## src/lxtc_pkg.sv

```systemverilog
// constants, types and register map of the line exposure timing controller
//
// Behaviour
// - three capture modes: internal timed, sync width, sync edge with timed exposure
// - line frequency writes are refused while the external trigger is enabled
// - width-controlled exposure can be chosen only with the external trigger enabled
// - timed exposure takes the programmed length and starts at the line start
// - the programmed exposure length is used only in timed exposure
// - a new line frequency shortens the exposure when it no longer fits
// - in internal mode exposure writes are limited by the current line period
// - no generated line period is ever shorter than the sensor readout
// - sensor readout lasts 9.5 us and bounds the shortest line period
// - width mode: sync rise starts exposure, sync fall ends it and starts readout
// - exposure at least 7 us, sync low time above 1500 ns between exposures; width-mode exposures and sync low time are not checked
// - sync-edge timed mode starts the programmed exposure on a sync fall
// - one sync fall during an exposure is latched and served later, no more
// - a line frequency faster than 1/(7 us + 1500 ns) or than the readout allows is refused
// - sync falls faster than the line rate limit give lines at the limit only; in width mode early sync rises are dropped
// - internal line frequency accepted from 1 Hz up to the line rate limit of the link, 70 kHz at most
// - line rate limit: base 20k, base binned 41k, medium 41k, full 70k
// - after reset: internal line timer, timed exposure, free running
// - the sync pulse arrives on the first camera control line from the grabber
package lxtc_pkg;

  localparam int unsigned CLK_MHZ      = 100;
  localparam int unsigned CLK_HZ       = CLK_MHZ * 1000000;

  // times in ns, cycle counts rounded up, the maximum exposure rounded down
  localparam int unsigned READOUT_NS   = 9500;
  localparam int unsigned LOW_NS       = 1500;
  localparam int unsigned MIN_EXP_NS   = 7000;
  localparam int unsigned MAX_EXP_NS   = 3000000;
  localparam int unsigned READOUT_CYC  = (READOUT_NS * CLK_MHZ + 999) / 1000;
  localparam int unsigned LOW_CYC      = (LOW_NS * CLK_MHZ + 999) / 1000;
  localparam int unsigned MIN_EXP_CYC  = (MIN_EXP_NS * CLK_MHZ + 999) / 1000;
  localparam int unsigned MAX_EXP_CYC  = (MAX_EXP_NS / 1000) * CLK_MHZ;

  // line rate limits in Hz
  localparam int unsigned MIN_FREQ_HZ  = 1;
  localparam int unsigned RATE_BASE_HZ = 20000;
  localparam int unsigned RATE_BIN2_HZ = 41000;
  localparam int unsigned RATE_MED_HZ  = 41000;
  localparam int unsigned RATE_FULL_HZ = 70000;

  // register byte offsets
  localparam logic [7:0]  ADDR_CTRL    = 8'h00;
  localparam logic [7:0]  ADDR_FREQ    = 8'h04;
  localparam logic [7:0]  ADDR_EXP     = 8'h08;
  localparam logic [7:0]  ADDR_STAT    = 8'h0c;
  localparam logic [7:0]  ADDR_PERIOD  = 8'h10;

  // field positions
  localparam int unsigned CTRL_TRIG_BIT  = 0;
  localparam int unsigned CTRL_WIDTH_BIT = 1;
  localparam int unsigned CTRL_LINK_LSB  = 2;
  localparam int unsigned STAT_ERR_BIT   = 0;
  localparam int unsigned STAT_EXP_BIT   = 1;
  localparam int unsigned STAT_PEND_BIT  = 2;
  localparam int unsigned STAT_BUSY_BIT  = 3;
  localparam int unsigned STAT_RO_BIT    = 4;

  // reset values
  localparam logic [31:0] FREQ_RST     = 32'h0000_1388;
  localparam logic [31:0] EXP_RST      = 32'h0000_03e8;

  typedef enum logic [1:0] {
    LINK_BASE      = 2'h0,
    LINK_BASE_BIN2 = 2'h1,
    LINK_MEDIUM    = 2'h2,
    LINK_FULL      = 2'h3
  } lxtc_link_e;

  typedef enum logic [2:0] {
    ST_IDLE      = 3'h1,
    ST_EXP_TIMED = 3'h2,
    ST_EXP_WIDTH = 3'h4
  } lxtc_state_e;

endpackage

```

## src/lxtc_sync.sv

```systemverilog
// two-stage synchroniser with edge pulses for the line sync input
`timescale 1ns/10ps
`default_nettype none
module lxtc_sync (
  // clock and control
  input  wire logic clk,
  input  wire logic srst,
  input  wire logic ce,
  // asynchronous level in
  input  wire logic din,
  // synchronised level and edges
  output logic      level,
  output logic      rise,
  output logic      fall
);

  logic meta_r;
  logic sync_r;
  logic prev_r;

  always_ff @(posedge clk) begin
    if (srst) begin
      meta_r <= 1'b0;
      sync_r <= 1'b0;
      prev_r <= 1'b0;
    end else if (ce) begin
      meta_r <= din;
      sync_r <= meta_r;
      prev_r <= sync_r;
    end
  end

  assign level = sync_r;
  assign rise  = ce & sync_r & ~prev_r;
  assign fall  = ce & ~sync_r & prev_r;

endmodule
`default_nettype wire

```

## src/lxtc_top.sv

```systemverilog
// line exposure timing controller: AHB-Lite registers, line timer, exposure sequencer
`timescale 1ns/10ps
`default_nettype none
module lxtc_top #(
  parameter int unsigned P_CLK_HZ      = lxtc_pkg::CLK_HZ,
  parameter int unsigned P_MAX_EXP_CYC = lxtc_pkg::MAX_EXP_CYC
) (
  // clock, reset, enable
  input  wire logic        CLK_SYS,
  input  wire logic        SRST,
  input  wire logic        CE,
  // AHB-Lite slave
  input  wire logic        HSEL,
  input  wire logic [31:0] HADDR,
  input  wire logic [1:0]  HTRANS,
  input  wire logic        HWRITE,
  input  wire logic [2:0]  HSIZE,
  input  wire logic [31:0] HWDATA,
  input  wire logic        HREADY,
  output logic      [31:0] HRDATA,
  output logic             HREADYOUT,
  output logic             HRESP,
  // line sync from the frame grabber
  input  wire logic        LINE_SYNC_PULSE,
  // sensor timing
  output logic             EXPOSE_ACTIVE,
  output logic             LINE_START,
  output logic             READOUT_START,
  output logic             READOUT_BUSY
);
  import lxtc_pkg::*;

  ////////////////////////////////////////////////////////////////////////////
  // derived limits

  localparam logic [31:0] CLK_HZ_W   = 32'(P_CLK_HZ);
  localparam logic [31:0] RO_CYC     = 32'(READOUT_CYC);
  localparam logic [31:0] LOWC       = 32'(LOW_CYC);
  localparam logic [31:0] MINEXP     = 32'(MIN_EXP_CYC);
  localparam logic [31:0] MAXEXP     = 32'(P_MAX_EXP_CYC);
  localparam int unsigned MP_BASE    = (P_CLK_HZ + RATE_BASE_HZ - 1) / RATE_BASE_HZ;
  localparam int unsigned MP_BIN2    = (P_CLK_HZ + RATE_BIN2_HZ - 1) / RATE_BIN2_HZ;
  localparam int unsigned MP_MED     = (P_CLK_HZ + RATE_MED_HZ - 1) / RATE_MED_HZ;
  localparam int unsigned MP_FULL    = (P_CLK_HZ + RATE_FULL_HZ - 1) / RATE_FULL_HZ;
  localparam logic [31:0] PERIOD_RST = 32'(P_CLK_HZ / FREQ_RST);

  // highest line rate of a link configuration
  function automatic logic [31:0] max_rate(input lxtc_link_e l);
    case (l)
      LINK_BASE:      max_rate = 32'(RATE_BASE_HZ);
      LINK_BASE_BIN2: max_rate = 32'(RATE_BIN2_HZ);
      LINK_MEDIUM:    max_rate = 32'(RATE_MED_HZ);
      default:        max_rate = 32'(RATE_FULL_HZ);
    endcase
  endfunction

  // shortest line period in cycles, never below the readout
  function automatic logic [31:0] min_gap(input lxtc_link_e l);
    logic [31:0] p;
    case (l)
      LINK_BASE:      p = 32'(MP_BASE);
      LINK_BASE_BIN2: p = 32'(MP_BIN2);
      LINK_MEDIUM:    p = 32'(MP_MED);
      default:        p = 32'(MP_FULL);
    endcase
    min_gap = (p < RO_CYC) ? RO_CYC : p;
  endfunction

  ////////////////////////////////////////////////////////////////////////////
  // state

  logic        trig_en_r;
  logic        width_sel_r;
  lxtc_link_e  link_r;
  logic [31:0] freq_r;
  logic [31:0] period_r;
  logic [31:0] exp_r;
  logic        err_r;
  logic        ap_wr_r;
  logic        ap_rd_r;
  logic [7:0]  ap_addr_r;
  logic        div_busy_r;
  logic [5:0]  div_cnt_r;
  logic [31:0] div_d_r;
  logic [31:0] div_q_r;
  logic [32:0] div_rem_r;
  logic        pend_r;
  lxtc_state_e st_r;
  logic [31:0] line_cnt_r;
  logic [31:0] exp_cnt_r;
  logic [31:0] exp_len_r;
  logic [31:0] ro_cnt_r;
  logic        ro_busy_r;
  logic        expose_r;
  logic        line_start_r;
  logic        ro_start_r;
  logic [31:0] hrdata_r;
  logic        hreadyout_r;

  logic        sync_lvl;
  logic        sync_rise;
  logic        sync_fall;

  lxtc_sync u_sync (
    .clk   (CLK_SYS),
    .srst  (SRST),
    .ce    (CE),
    .din   (LINE_SYNC_PULSE),
    .level (sync_lvl),
    .rise  (sync_rise),
    .fall  (sync_fall)
  );

  ////////////////////////////////////////////////////////////////////////////
  // AHB-Lite address phase, zero wait states

  logic take;
  logic wr_ctrl;
  logic wr_freq;
  logic wr_exp;
  logic wr_stat;

  assign take    = HSEL & HTRANS[1] & HREADY;
  assign wr_ctrl = ap_wr_r & (ap_addr_r == ADDR_CTRL);
  assign wr_freq = ap_wr_r & (ap_addr_r == ADDR_FREQ);
  assign wr_exp  = ap_wr_r & (ap_addr_r == ADDR_EXP);
  assign wr_stat = ap_wr_r & (ap_addr_r == ADDR_STAT);

  always_ff @(posedge CLK_SYS) begin
    if (SRST) begin
      ap_wr_r     <= 1'b0;
      ap_rd_r     <= 1'b0;
      ap_addr_r   <= 8'h00;
      hreadyout_r <= 1'b0;
    end else if (CE) begin
      ap_wr_r     <= take & HWRITE;
      ap_rd_r     <= take & ~HWRITE;
      ap_addr_r   <= take ? {HADDR[7:2], 2'h0} : ap_addr_r;
      hreadyout_r <= 1'b1;
    end
  end

  // read data registered at the address phase edge
  always_ff @(posedge CLK_SYS) begin
    if (SRST) begin
      hrdata_r <= 32'h0000_0000;
    end else if (CE) begin
      if (take & ~HWRITE) begin
        case ({HADDR[7:2], 2'h0})
          ADDR_CTRL:   hrdata_r <= {28'h0000_000, link_r, width_sel_r, trig_en_r};
          ADDR_FREQ:   hrdata_r <= freq_r;
          ADDR_EXP:    hrdata_r <= exp_r;
          ADDR_STAT:   hrdata_r <= {27'h0000_000, (ro_cnt_r != 32'h0), div_busy_r,
                                    pend_r, expose_r, err_r};
          ADDR_PERIOD: hrdata_r <= period_r;
          default:     hrdata_r <= 32'h0000_0000;
        endcase
      end else begin
        hrdata_r <= 32'h0000_0000;
      end
    end
  end

  ////////////////////////////////////////////////////////////////////////////
  // control register

  logic ctrl_bad;
  assign ctrl_bad = wr_ctrl & HWDATA[CTRL_WIDTH_BIT] & ~HWDATA[CTRL_TRIG_BIT];

  always_ff @(posedge CLK_SYS) begin
    if (SRST) begin
      trig_en_r   <= 1'b0;
      width_sel_r <= 1'b0;
      link_r      <= LINK_FULL;
    end else if (CE && wr_ctrl) begin
      trig_en_r   <= HWDATA[CTRL_TRIG_BIT];
      // width mode needs the trigger; dropping the trigger drops width mode
      width_sel_r <= HWDATA[CTRL_WIDTH_BIT] & HWDATA[CTRL_TRIG_BIT];
      link_r      <= lxtc_link_e'(HWDATA[CTRL_LINK_LSB +: 2]);
    end
  end

  ////////////////////////////////////////////////////////////////////////////
  // line frequency: range check, then serial divide into a period

  logic        freq_bad;
  logic        div_done;
  logic        div_bad;
  logic [32:0] div_try;

  assign freq_bad = wr_freq & (trig_en_r | div_busy_r
                    | (HWDATA < 32'(MIN_FREQ_HZ)) | (HWDATA > max_rate(link_r)));
  assign div_try  = {div_rem_r[31:0], div_q_r[31]};
  assign div_done = div_busy_r & (div_cnt_r == 6'h00);
  // period must hold the readout and the shortest exposure plus low time
  assign div_bad  = div_done & ((div_q_r < RO_CYC) | (div_q_r < MINEXP + LOWC));

  always_ff @(posedge CLK_SYS) begin
    if (SRST) begin
      div_busy_r <= 1'b0;
      div_cnt_r  <= 6'h00;
      div_d_r    <= 32'h0000_0000;
      div_q_r    <= 32'h0000_0000;
      div_rem_r  <= 33'h0_0000_0000;
      freq_r     <= FREQ_RST;
      period_r   <= PERIOD_RST;
    end else if (CE) begin
      if (wr_freq && !freq_bad) begin
        div_busy_r <= 1'b1;
        div_cnt_r  <= 6'h20;
        div_d_r    <= HWDATA;
        div_q_r    <= CLK_HZ_W;
        div_rem_r  <= 33'h0_0000_0000;
      end else if (div_busy_r && div_cnt_r != 6'h00) begin
        div_cnt_r <= div_cnt_r - 6'h01;
        if (div_try >= {1'b0, div_d_r}) begin
          div_rem_r <= div_try - {1'b0, div_d_r};
          div_q_r   <= {div_q_r[30:0], 1'b1};
        end else begin
          div_rem_r <= div_try;
          div_q_r   <= {div_q_r[30:0], 1'b0};
        end
      end else if (div_done) begin
        div_busy_r <= 1'b0;
        if (!div_bad) begin
          freq_r   <= div_d_r;
          period_r <= div_q_r;
        end
      end
    end
  end

  ////////////////////////////////////////////////////////////////////////////
  // exposure time, in clock cycles

  logic exp_bad;
  assign exp_bad = wr_exp & (div_busy_r | (HWDATA < MINEXP) | (HWDATA > MAXEXP)
                   | (~trig_en_r & (HWDATA > period_r - LOWC)));

  always_ff @(posedge CLK_SYS) begin
    if (SRST) begin
      exp_r <= EXP_RST;
    end else if (CE) begin
      if (wr_exp && !exp_bad) begin
        exp_r <= HWDATA;
      end else if (div_done && !div_bad && (exp_r > div_q_r - LOWC)) begin
        exp_r <= div_q_r - LOWC;
      end
    end
  end

  // sticky parameter error, cleared by writing one; a new error wins
  always_ff @(posedge CLK_SYS) begin
    if (SRST) begin
      err_r <= 1'b0;
    end else if (CE) begin
      if (ctrl_bad | freq_bad | div_bad | exp_bad) begin
        err_r <= 1'b1;
      end else if (wr_stat && HWDATA[STAT_ERR_BIT]) begin
        err_r <= 1'b0;
      end
    end
  end

  ////////////////////////////////////////////////////////////////////////////
  // line start decision

  logic width_mode;
  logic edge_mode;
  logic gap_ok;
  logic start_timed;
  logic start_width;
  logic idle;

  assign width_mode  = trig_en_r & width_sel_r;
  assign edge_mode   = trig_en_r & ~width_sel_r;
  assign idle        = (st_r == ST_IDLE);
  assign gap_ok      = (line_cnt_r >= min_gap(link_r) - 32'h1);
  assign start_timed = idle & (trig_en_r ? (edge_mode & pend_r & gap_ok)
                                         : (line_cnt_r >= period_r - 32'h1));
  assign start_width = idle & width_mode & sync_rise & gap_ok;

  // one latched sync fall, extra falls are dropped
  always_ff @(posedge CLK_SYS) begin
    if (SRST) begin
      pend_r <= 1'b0;
    end else if (CE) begin
      if (!edge_mode) begin
        pend_r <= 1'b0;
      end else if (sync_fall) begin
        pend_r <= 1'b1;
      end else if (start_timed) begin
        pend_r <= 1'b0;
      end
    end
  end

  // cycles since the last line start, saturating
  always_ff @(posedge CLK_SYS) begin
    if (SRST) begin
      line_cnt_r <= 32'h0000_0000;
    end else if (CE) begin
      if (start_timed | start_width) begin
        line_cnt_r <= 32'h0000_0000;
      end else if (line_cnt_r != 32'hffff_ffff) begin
        line_cnt_r <= line_cnt_r + 32'h1;
      end
    end
  end

  ////////////////////////////////////////////////////////////////////////////
  // exposure sequencer

  always_ff @(posedge CLK_SYS) begin
    if (SRST) begin
      st_r         <= ST_IDLE;
      exp_cnt_r    <= 32'h0000_0000;
      exp_len_r    <= 32'h0000_0000;
      expose_r     <= 1'b0;
      line_start_r <= 1'b0;
      ro_start_r   <= 1'b0;
    end else if (CE) begin
      line_start_r <= 1'b0;
      ro_start_r   <= 1'b0;
      case (st_r)
        ST_IDLE: begin
          if (start_timed) begin
            st_r         <= ST_EXP_TIMED;
            exp_len_r    <= exp_r;
            exp_cnt_r    <= 32'h0000_0001;
            expose_r     <= 1'b1;
            line_start_r <= 1'b1;
          end else if (start_width) begin
            st_r         <= ST_EXP_WIDTH;
            expose_r     <= 1'b1;
            line_start_r <= 1'b1;
          end
        end
        ST_EXP_TIMED: begin
          if (exp_cnt_r >= exp_len_r) begin
            st_r       <= ST_IDLE;
            expose_r   <= 1'b0;
            ro_start_r <= 1'b1;
          end else begin
            exp_cnt_r <= exp_cnt_r + 32'h1;
          end
        end
        ST_EXP_WIDTH: begin
          // sync fall ends the exposure; losing width mode ends it too
          if (sync_fall || !width_mode) begin
            st_r       <= ST_IDLE;
            expose_r   <= 1'b0;
            ro_start_r <= 1'b1;
          end
        end
        default: begin
          st_r     <= ST_IDLE;
          expose_r <= 1'b0;
        end
      endcase
    end
  end

  // readout window after each exposure
  always_ff @(posedge CLK_SYS) begin
    if (SRST) begin
      ro_cnt_r  <= 32'h0000_0000;
      ro_busy_r <= 1'b0;
    end else if (CE) begin
      if (ro_start_r) begin
        ro_cnt_r  <= RO_CYC;
        ro_busy_r <= 1'b1;
      end else if (ro_cnt_r != 32'h0) begin
        ro_cnt_r  <= ro_cnt_r - 32'h1;
        ro_busy_r <= (ro_cnt_r != 32'h1);
      end
    end
  end

  ////////////////////////////////////////////////////////////////////////////
  // outputs

  assign HRDATA        = hrdata_r;
  assign HREADYOUT     = hreadyout_r;
  assign HRESP         = 1'b0 & hreadyout_r;
  assign EXPOSE_ACTIVE = expose_r;
  assign LINE_START    = line_start_r;
  assign READOUT_START = ro_start_r;
  assign READOUT_BUSY  = ro_busy_r;

  logic unused_ok;
  assign unused_ok = &{1'b0, HSIZE, HADDR[31:8], HADDR[1:0], sync_lvl, ap_rd_r};

endmodule
`default_nettype wire

```

## config.mk

```make
export PLATFORM = sky130hd
export DESIGN_NAME = lxtc_top
export DESIGN_NICKNAME = d
export VERILOG_FILES = /design/src/lxtc_pkg.sv /design/src/lxtc_sync.sv /design/src/lxtc_top.sv
export SDC_FILE = /design/constraint.sdc
export NUM_CORES = 1
export LEC_CHECK = 0
export ABC_CLOCK_PERIOD_IN_PS = 6630
export BUFFER_PORTS_ARGS = -buffer_cell sky130_fd_sc_hd__buf_4
export CORE_ASPECT_RATIO = 0.9
export CORE_MARGIN = 2
export CORE_UTILIZATION = 60
export CTS_CLUSTER_SIZE = 30
export DETAILED_ROUTE_END_ITERATION = 6
export HOLD_SLACK_MARGIN = 0.05
export PLACE_DENSITY = 0.78
export SYNTH_ARGS = -nofsm -noshare
export SYNTH_HDL_FRONTEND = slang
export SYNTH_HIERARCHICAL = 1
export SYNTH_SLANG_ARGS = --single-unit
```

## constraint.sdc

```tcl
create_clock -name CLK_SYS -period 6.63 [get_ports CLK_SYS]
set_clock_uncertainty 0.1 [all_clocks]
set_input_delay 0.9945 -clock CLK_SYS [delete_from_list [all_inputs] [get_ports CLK_SYS]]
set_output_delay 0.9945 -clock CLK_SYS [all_outputs]
set_load 0.05 [all_outputs]
```

==> results of run 1 <==
[power breakdown]
group / switching [mW] / internal [mW]
sequential: 0.0903 / 2.40
clock: 0.992 / 1.40
combinational: 0.465 / 0.289
total: 1.55 / 4.08
[final cells by class]
type,count,share of cell area [%]
Tap cell,483,2.44
Multi-Input combinational cell,2126,55.7
Sequential cell,383,31.0
Inverter,132,2.00
Clock inverter,17,0.759
Clock buffer,56,4.87
Timing Repair Buffer,105,3.25
[worst paths after layout]
| path | to | slack, ns |
|---|---|---|
| max reg2reg | exp_r[3] | 1.09 |
| min reg2reg | freq_r[14] | 0.36 |
| max | exp_r[3] | 1.09 |
| min | freq_r[14] | 0.36 |
[cells in the mapped netlist, types with 43 or more instances]
cell / number / area [µm²]
a21o_1: 58 / 435
nor3_1: 43 / 215
nand4_1: 76 / 475
nand3_1: 65 / 325
clkbuf_1: 127 / 477
ha_1: 195 / 2440
o21ai_0: 74 / 370
xnor2_1: 86 / 753
dfxtp_1: 383 / 7670
inv_1: 131 / 492
nand2_1: 377 / 1420
a21oi_1: 250 / 1250
and3_1: 55 / 344
xor2_1: 103 / 902
nor2_1: 307 / 1150
[through the flow]
step	cells	hold slack (ns)	instance area (µm²)
after floorplan	2806	0.331	22600
after global placement	3229	0.338	23300
after detailed placement	3229	0.344	23300
after CTS	3302	0.352	24700
after global routing	3302	0.368	24700
final	3302	0.355	24700
[metal layers]
| layer | wire length (µm) | vias to the layer above |
|---|---|---|
| met2 | 29100 | 945 |
| met5 | 0 | - |
| met3 | 6900 | 148 |
| li1 | - | 9913 |
| met1 | 29400 | 9891 |
| met4 | 2370 | 0 |
[registers in the layout, indices dropped and copies added, names as in the netlist, 2 cells and up]
register    count
link_r          2
exp_r          32
freq_r         32
div_cnt_r       6
line_cnt_r     32
HRDATA         32
ro_cnt_r       32
exp_cnt_r      32
exp_len_r      32
div_rem_r      32
div_q_r        32
period_r       32
div_d_r        32
st_r            3
ap_addr_r       6
[worst max-delay path, stage by stage, from the launching register on]
cell and delay [ns]:
dfxtp_1 0.43, or4_1 0.58, nor4b_1 0.72, and3_1 0.32
and2_1 0.17, nand2_1 0.08, xor2_1 0.18, ha_1 0.33
nand4_1 0.11, nor3_1 0.30, and4_1 0.28, a31oi_1 0.11
o21ai_0 0.11, a21o_1 0.15, nand3_1 0.11, or4b_1 0.93
o221a_2 0.40
[kinds of logic after synthesis]
family          Yosys count  share of synthesized area (%)
fa+ha+maj               196                           10.9
xor+xnor                189                           7.32
simple gates           1106                           23.2
other cells               1                         0.0166
compound gates          619                           18.6
buf+inv                 297                           5.33
flops                   383                           33.9
mux                      15                          0.675
==> results.md, run 1 <==
* Tot GR Track Use at 34.1%
* Vias in the first global route at between 15000 and 20000
* Sequential share of the synthesized area at 33.9%
* Cell area power density at 228 nW/µm²
* Synth warn at 6
* Worst rel slew slack at 26.0%
* Layout Nets at 3061
* Synth Cell Area at 22600 µm²
* Kind of critical path: flop to flop
* WP data arrival at 5.91 ns
* GP Congestion at 0.993
* CP max FO at 17
* First-pass GRT wire length at 108000 µm
* GR Layer Usage met3 at approximately 7.4%
* Hold Crit Class: flop to flop
* CTS clk-pin slew, worst paths at approximately 0.070 ns
* CP Capture Type: flop
* Slew Limit Fails at 0
* Drt pass-1 iters at 7
* Setup Buffers After CTS at 0
* Post-Synthesis Cells at around 2800
* Final WL at 67900 µm
* CTS tree: built
* FF/Latch Area at 7670 µm²
* Clock buffer depth at 3
* Post-synth net total at a little over 3000
* Core ar. at 37200 µm²
* # fillers at 3215
* Post-Route Utilization at 66.4%
* Critical Path Source: period_r[13]
* Row cnt at between 60 and 70
* Largest vdd supply drop at 206 µV
* Initial core utilization at ~61%
* Vias at 20900
* Top FF cell, synth: dfxtp_1
* H-Tree Depth at 2
* GRT Residual Overflow at 0
* Clk root buf: clkbuf_16
* Routed WL per cell at approximately 21 µm
* # setup viols final at 0
* Num CTS Buffers at between 40 and 50
* Via/cell ratio at 6.33
* Status: complete, but fails checks
* Largest net degree at the start of global routing at around 190
* R2R cell count at 16
* HPWL after DPL at 49900 µm
* Reg2reg start: period_r[13]
* Maximum clock frequency at 0.180 GHz
* Hold Crit Depth at 2
* Ports at 114
* Die Span Y at around 190 µm
* Footprint of the multi-input gates at 13800 µm²
* Most used routing layer: met2
* Area growth from synthesis to layout at 9.39%
* Critical Path RT at around 7 ns
* Final Power at 5.63 mW
* Detailed Route Iter0 Violations at 2232
* Syn Area/Cell at 8.05 µm²
* Met1 GRT Util at 47.3%
* Layout cells sized above 1 at 8.48%
* Worst Setup Slack post-DPL at 1.23 ns
* # DRC at 11
* Setup tns final at 0 ns
* Period utilization at 83.6%
* Clock latency on the worst-skew pair at 0.58 ns
* Most frequent cells in the layout: dfxtp_1 (383), nand2_1 (377), nor2_1 (303), a21oi_1 (250), ha_1 (195)
* Fin. Hold Viols at 0
* EDFF count, synth at 0
* CTS Sinks at around 380
* Async SR Flop Fraction at 0%
* Tightest Pin Transition at 1.10 ns
* Flops & latches, synth at 383
* Met2 GRT Util at a little over half
* Total die area at 39200 µm²
* Minimum clock period after layout at between 5 and 6 ns
* Leak pwr at 10.1 nW
* Initial antenna violation count at 0
* # port buffers at 82
* Post-cts resize count at 0
* Worst hold start: freq_r[14]
* Commonest non-fill, non-tap cell in the layout: dfxtp_1
* RSZ-0062 raised after global routing: no
* Failing checks: DRC
* MaxCap Viol Count at 0
* Cts-stage hold buffer count at 0
* Die W at 209 µm
* Startpoint type of the worst setup path: flop
* Final ANT Viol Nets at 0
* Final setup margin at 1.09 ns
* Diodes inserted at 0
* Synth cell types at 90
No activity file was read; power rests on OpenSTA's default activity.
==> run 2: changes to the inputs <==
--- a/config.mk
+++ b/config.mk
@@ -5,7 +5,8 @@
 export SDC_FILE = /design/constraint.sdc
 export NUM_CORES = 1
 export LEC_CHECK = 0
-export ABC_CLOCK_PERIOD_IN_PS = 6630
+export ABC_AREA = 1
+export ABC_CLOCK_PERIOD_IN_PS = 5300
 export BUFFER_PORTS_ARGS = -buffer_cell sky130_fd_sc_hd__buf_4
 export CORE_ASPECT_RATIO = 0.9
 export CORE_MARGIN = 2
==> constraint.sdc (replaced) <==
create_clock -name CLK_SYS -period 5.3 [get_ports CLK_SYS]
set_clock_uncertainty 0.1 [all_clocks]
set_input_delay 0.795 -clock CLK_SYS [delete_from_list [all_inputs] [get_ports CLK_SYS]]
set_output_delay 0.795 -clock CLK_SYS [all_outputs]
set_load 0.05 [all_outputs]
==> run 2 against run 1 <==
- the run now ends clean
- synthesized cell count is 42% higher
- synthesized area is 15% higher
- design area is 15% higher
- critical path depth is 8 higher
- die area is 15% higher
- sequential cell count stayed put
- total power is 46% higher
- register-to-register slack worse by 0.83 ns
- wire length is 24% higher
- sequential share of layout area is 4.1 points lower
- critical endpoint is now exp_r[6]
- largest cell class unchanged
- largest power group is now the clock network
- highest routed layer unchanged
==> results.md, run 2 <==
* FF-to-FF setup slack at 0.26 ns
* CP Capture Type: flop
* Top cells by area, synth: dfxtp_1 (29%), nand2_1 (13%), ha_1 (9.4%), a21oi_1 (7.8%), nor2_1 (7.2%)
* GRT Residual Overflow at 0
* Kind of critical path: flop to flop
* Initial core utilization at roughly 60%
* Sequential share of the synthesized area at 29.4%
* Area growth from synthesis to layout at 9.25%
* R2R cell count at 24
* Status: complete, no violations
* Async SR Flop Fraction at 0%
* Num CTS Buffers at 43
* RSZ-0062 raised after global routing: no
* Vias at 26400
* Hold slack at about 0.36 ns
* Initial antenna violation count at 3
* GP Congestion at 1.05
* WP data arrival at 5.45 ns
* Worst rel slew slack at 30.8%
* Final WL at about 84000 µm
* Tightest Pin Transition at 1.04 ns
* # setup viols final at 0
* Core ar. at 42900 µm²
* Reg2reg start: div_q_r[1]
* Post-synth top area share at 29.4%
* Routed WL per cell at roughly 18 µm
* Total die area at roughly 45000 µm²
* Maximum clock frequency at 0.198 GHz
* Final cell count without fillers at around 4600
* Diodes inserted at 0
* Die W at roughly 220 µm
* Tot GR Track Use at 36.8%
* CP max FO at 11
* Largest net degree at the start of global routing at between 150 and 200
* Clk root buf: clkbuf_16
* Setup Buffers After CTS at 0
* Clock latency on the worst-skew pair at 0.58 ns
* Commonest non-fill, non-tap cell in the layout: nand2_1
* Vias in the first global route at approximately 24000
* Largest vdd supply drop at 256 µV
* Startpoint type of the worst setup path: flop
* # DRC at 0
* Syn Area/Cell at 6.55 µm²
* Most frequent cells in the layout: nand2_1 (912), nor2_1 (501), inv_1 (460), a21oi_1 (405), dfxtp_1 (383)
* H-Tree Depth at 2
* HPWL after DPL at 62900 µm
* Commonest cells post-synth: nand2_1 (913), nor2_1 (503), inv_1 (462)
* Post-Route Utilization at 66.4%
* Fin. Hold Viols at 0
* CTS tree: built
* Detailed Route Iter0 Violations at between 3000 and 4000
* CTS clk-pin slew, worst paths at 0.07 ns
* Via/cell ratio at 5.77
* Worst hold start: exp_len_r[15]
* Minimum clock period after layout at slightly above 5 ns
* EDFF count, synth at 0
* CTS Sinks at 383
* Critical Path RT at about 5.7 ns
* Flops & latches, synth at 383
* Cell area power density at ~290 nW/µm²
* FF-to-FF End: exp_r[6]
* Critical Path Sink: exp_r[6]
* First-pass GRT wire length at ~130000 µm
* Die Span Y at 202 µm
* Setup tns final at 0 ns
* Drt pass-1 iters at 6
* Final ANT Viol Nets at 0
* Row cnt at a little over 70
* Top FF cell, synth: dfxtp_1
* Post-Synthesis Cells at 3977
* Synth cell types at just under 60
* Slew Limit Fails at 0
* Layout cells sized above 1 at under 10%
* # port buffers at 82
* Hold Crit Class: flop to flop
* MaxCap Viol Count at 0
* Ports at ~110
* Leak pwr at 12.9 nW
* Post-synth net total at 4249
* Critical Path Source: div_q_r[1]
* Layout Nets at ~4300
* Post-placement cell count at 4495
* Synth area leader: dfxtp_1
* Clock buffer depth at 3
* Synth warn at 6
* Most frequent cell after synthesis: nand2_1
* Post-cts resize count at 0
* Final Power at 8.20 mW
* Cts-stage hold buffer count at 0
* Synth Cell Area at 26000 µm²
* Period utilization at 95.1%
## run 2: cell count changes after synthesis, moves of 64 or more
cell / change
a21oi_1: +155
inv_1: +331
nand2_1: +536
nand3_1: +124
nor2_1: +196
nor3_1: +64
o21ai_0: +127
## run 2: how the worst min path moves through the flow
stage | to | depth (start not counted)
6_report | exp_len_r[15] | 2
5_1_grt | exp_len_r[0] | 2
4_1_cts | exp_len_r[15] | 2
3_5_place_dp | exp_len_r[0] | 2
3_3_place_gp | exp_len_r[0] | 2
2_1_floorplan | freq_r[0] | 2
## run 2: cells by family after synthesis
kind of cell	Yosys count	synth area share, %
and+or+nand+nor	1923	31.8
adders and majority gates	196	9.44
buffers and inverters	619	9.75
xor gates and xnor gates	156	5.25
DFF	383	29.4
AOI/OAI and AO/OA	699	14.4
other	1	0.0144
## run 2: final cells by class
type / count / area, µm²
multi-input cells: 2976 / 15900
clock buffers: 54 / 1200
inverters: 471 / 1770
repair buffers: 111 / 862
clock inverters: 20 / 383
fillers: 3989 / 14400
flip-flops and latches: 383 / 7670
well taps: 555 / 694
## run 2: metal layers
| layer | GRT usage, % | share of wire (%) | vias to the layer above |
|---|---|---|---|
| met5 | 0 | 0 | - |
| met4 | 15.1 | 4.3 | 0 |
| met3 | 6.75 | 10 | 182 |
| met2 | 54.7 | 41 | 1274 |
| met1 | 52.3 | 44 | 11900 |
| li1 | - | - | 13100 |
## run 2: metrics by stage
stage | cell area, µm² | worst slack [ns]
finish | 28500 | 0.259
global placement | 26900 | 0.545
global route | 28500 | 0.0663
CTS | 28400 | 0.474
floorplan | 26000 | 1.68
detailed placement | 26900 | 0.528
## run 2: report_power, final
group	internal, mW	switching [mW]
Combinational	0.542	1.12
Clock	2.13	1.26
Sequential	3.01	0.128
## run 2: critical path, cell delays in order, from the launching register on
cell and delay (ns):
dfxtp_1 0.37, ha_1 0.26, o21ai_2 0.22, nand2_1 0.08, nand2_1 0.21, nand2_1 0.10, nor2_2 0.21, nand4_2 0.18
inv_1 0.16, nand2_1 0.08, xor2_1 0.22, inv_1 0.07, ha_1 0.29, nand4_1 0.11, nor2_1 0.24, inv_1 0.10
nor3_1 0.46, nand2_1 0.21, nand4_1 0.22, nand2_1 0.13, nand2_4 0.18, nand2_4 0.06, inv_1 0.46, nand2_1 0.14
nand3_1 0.10
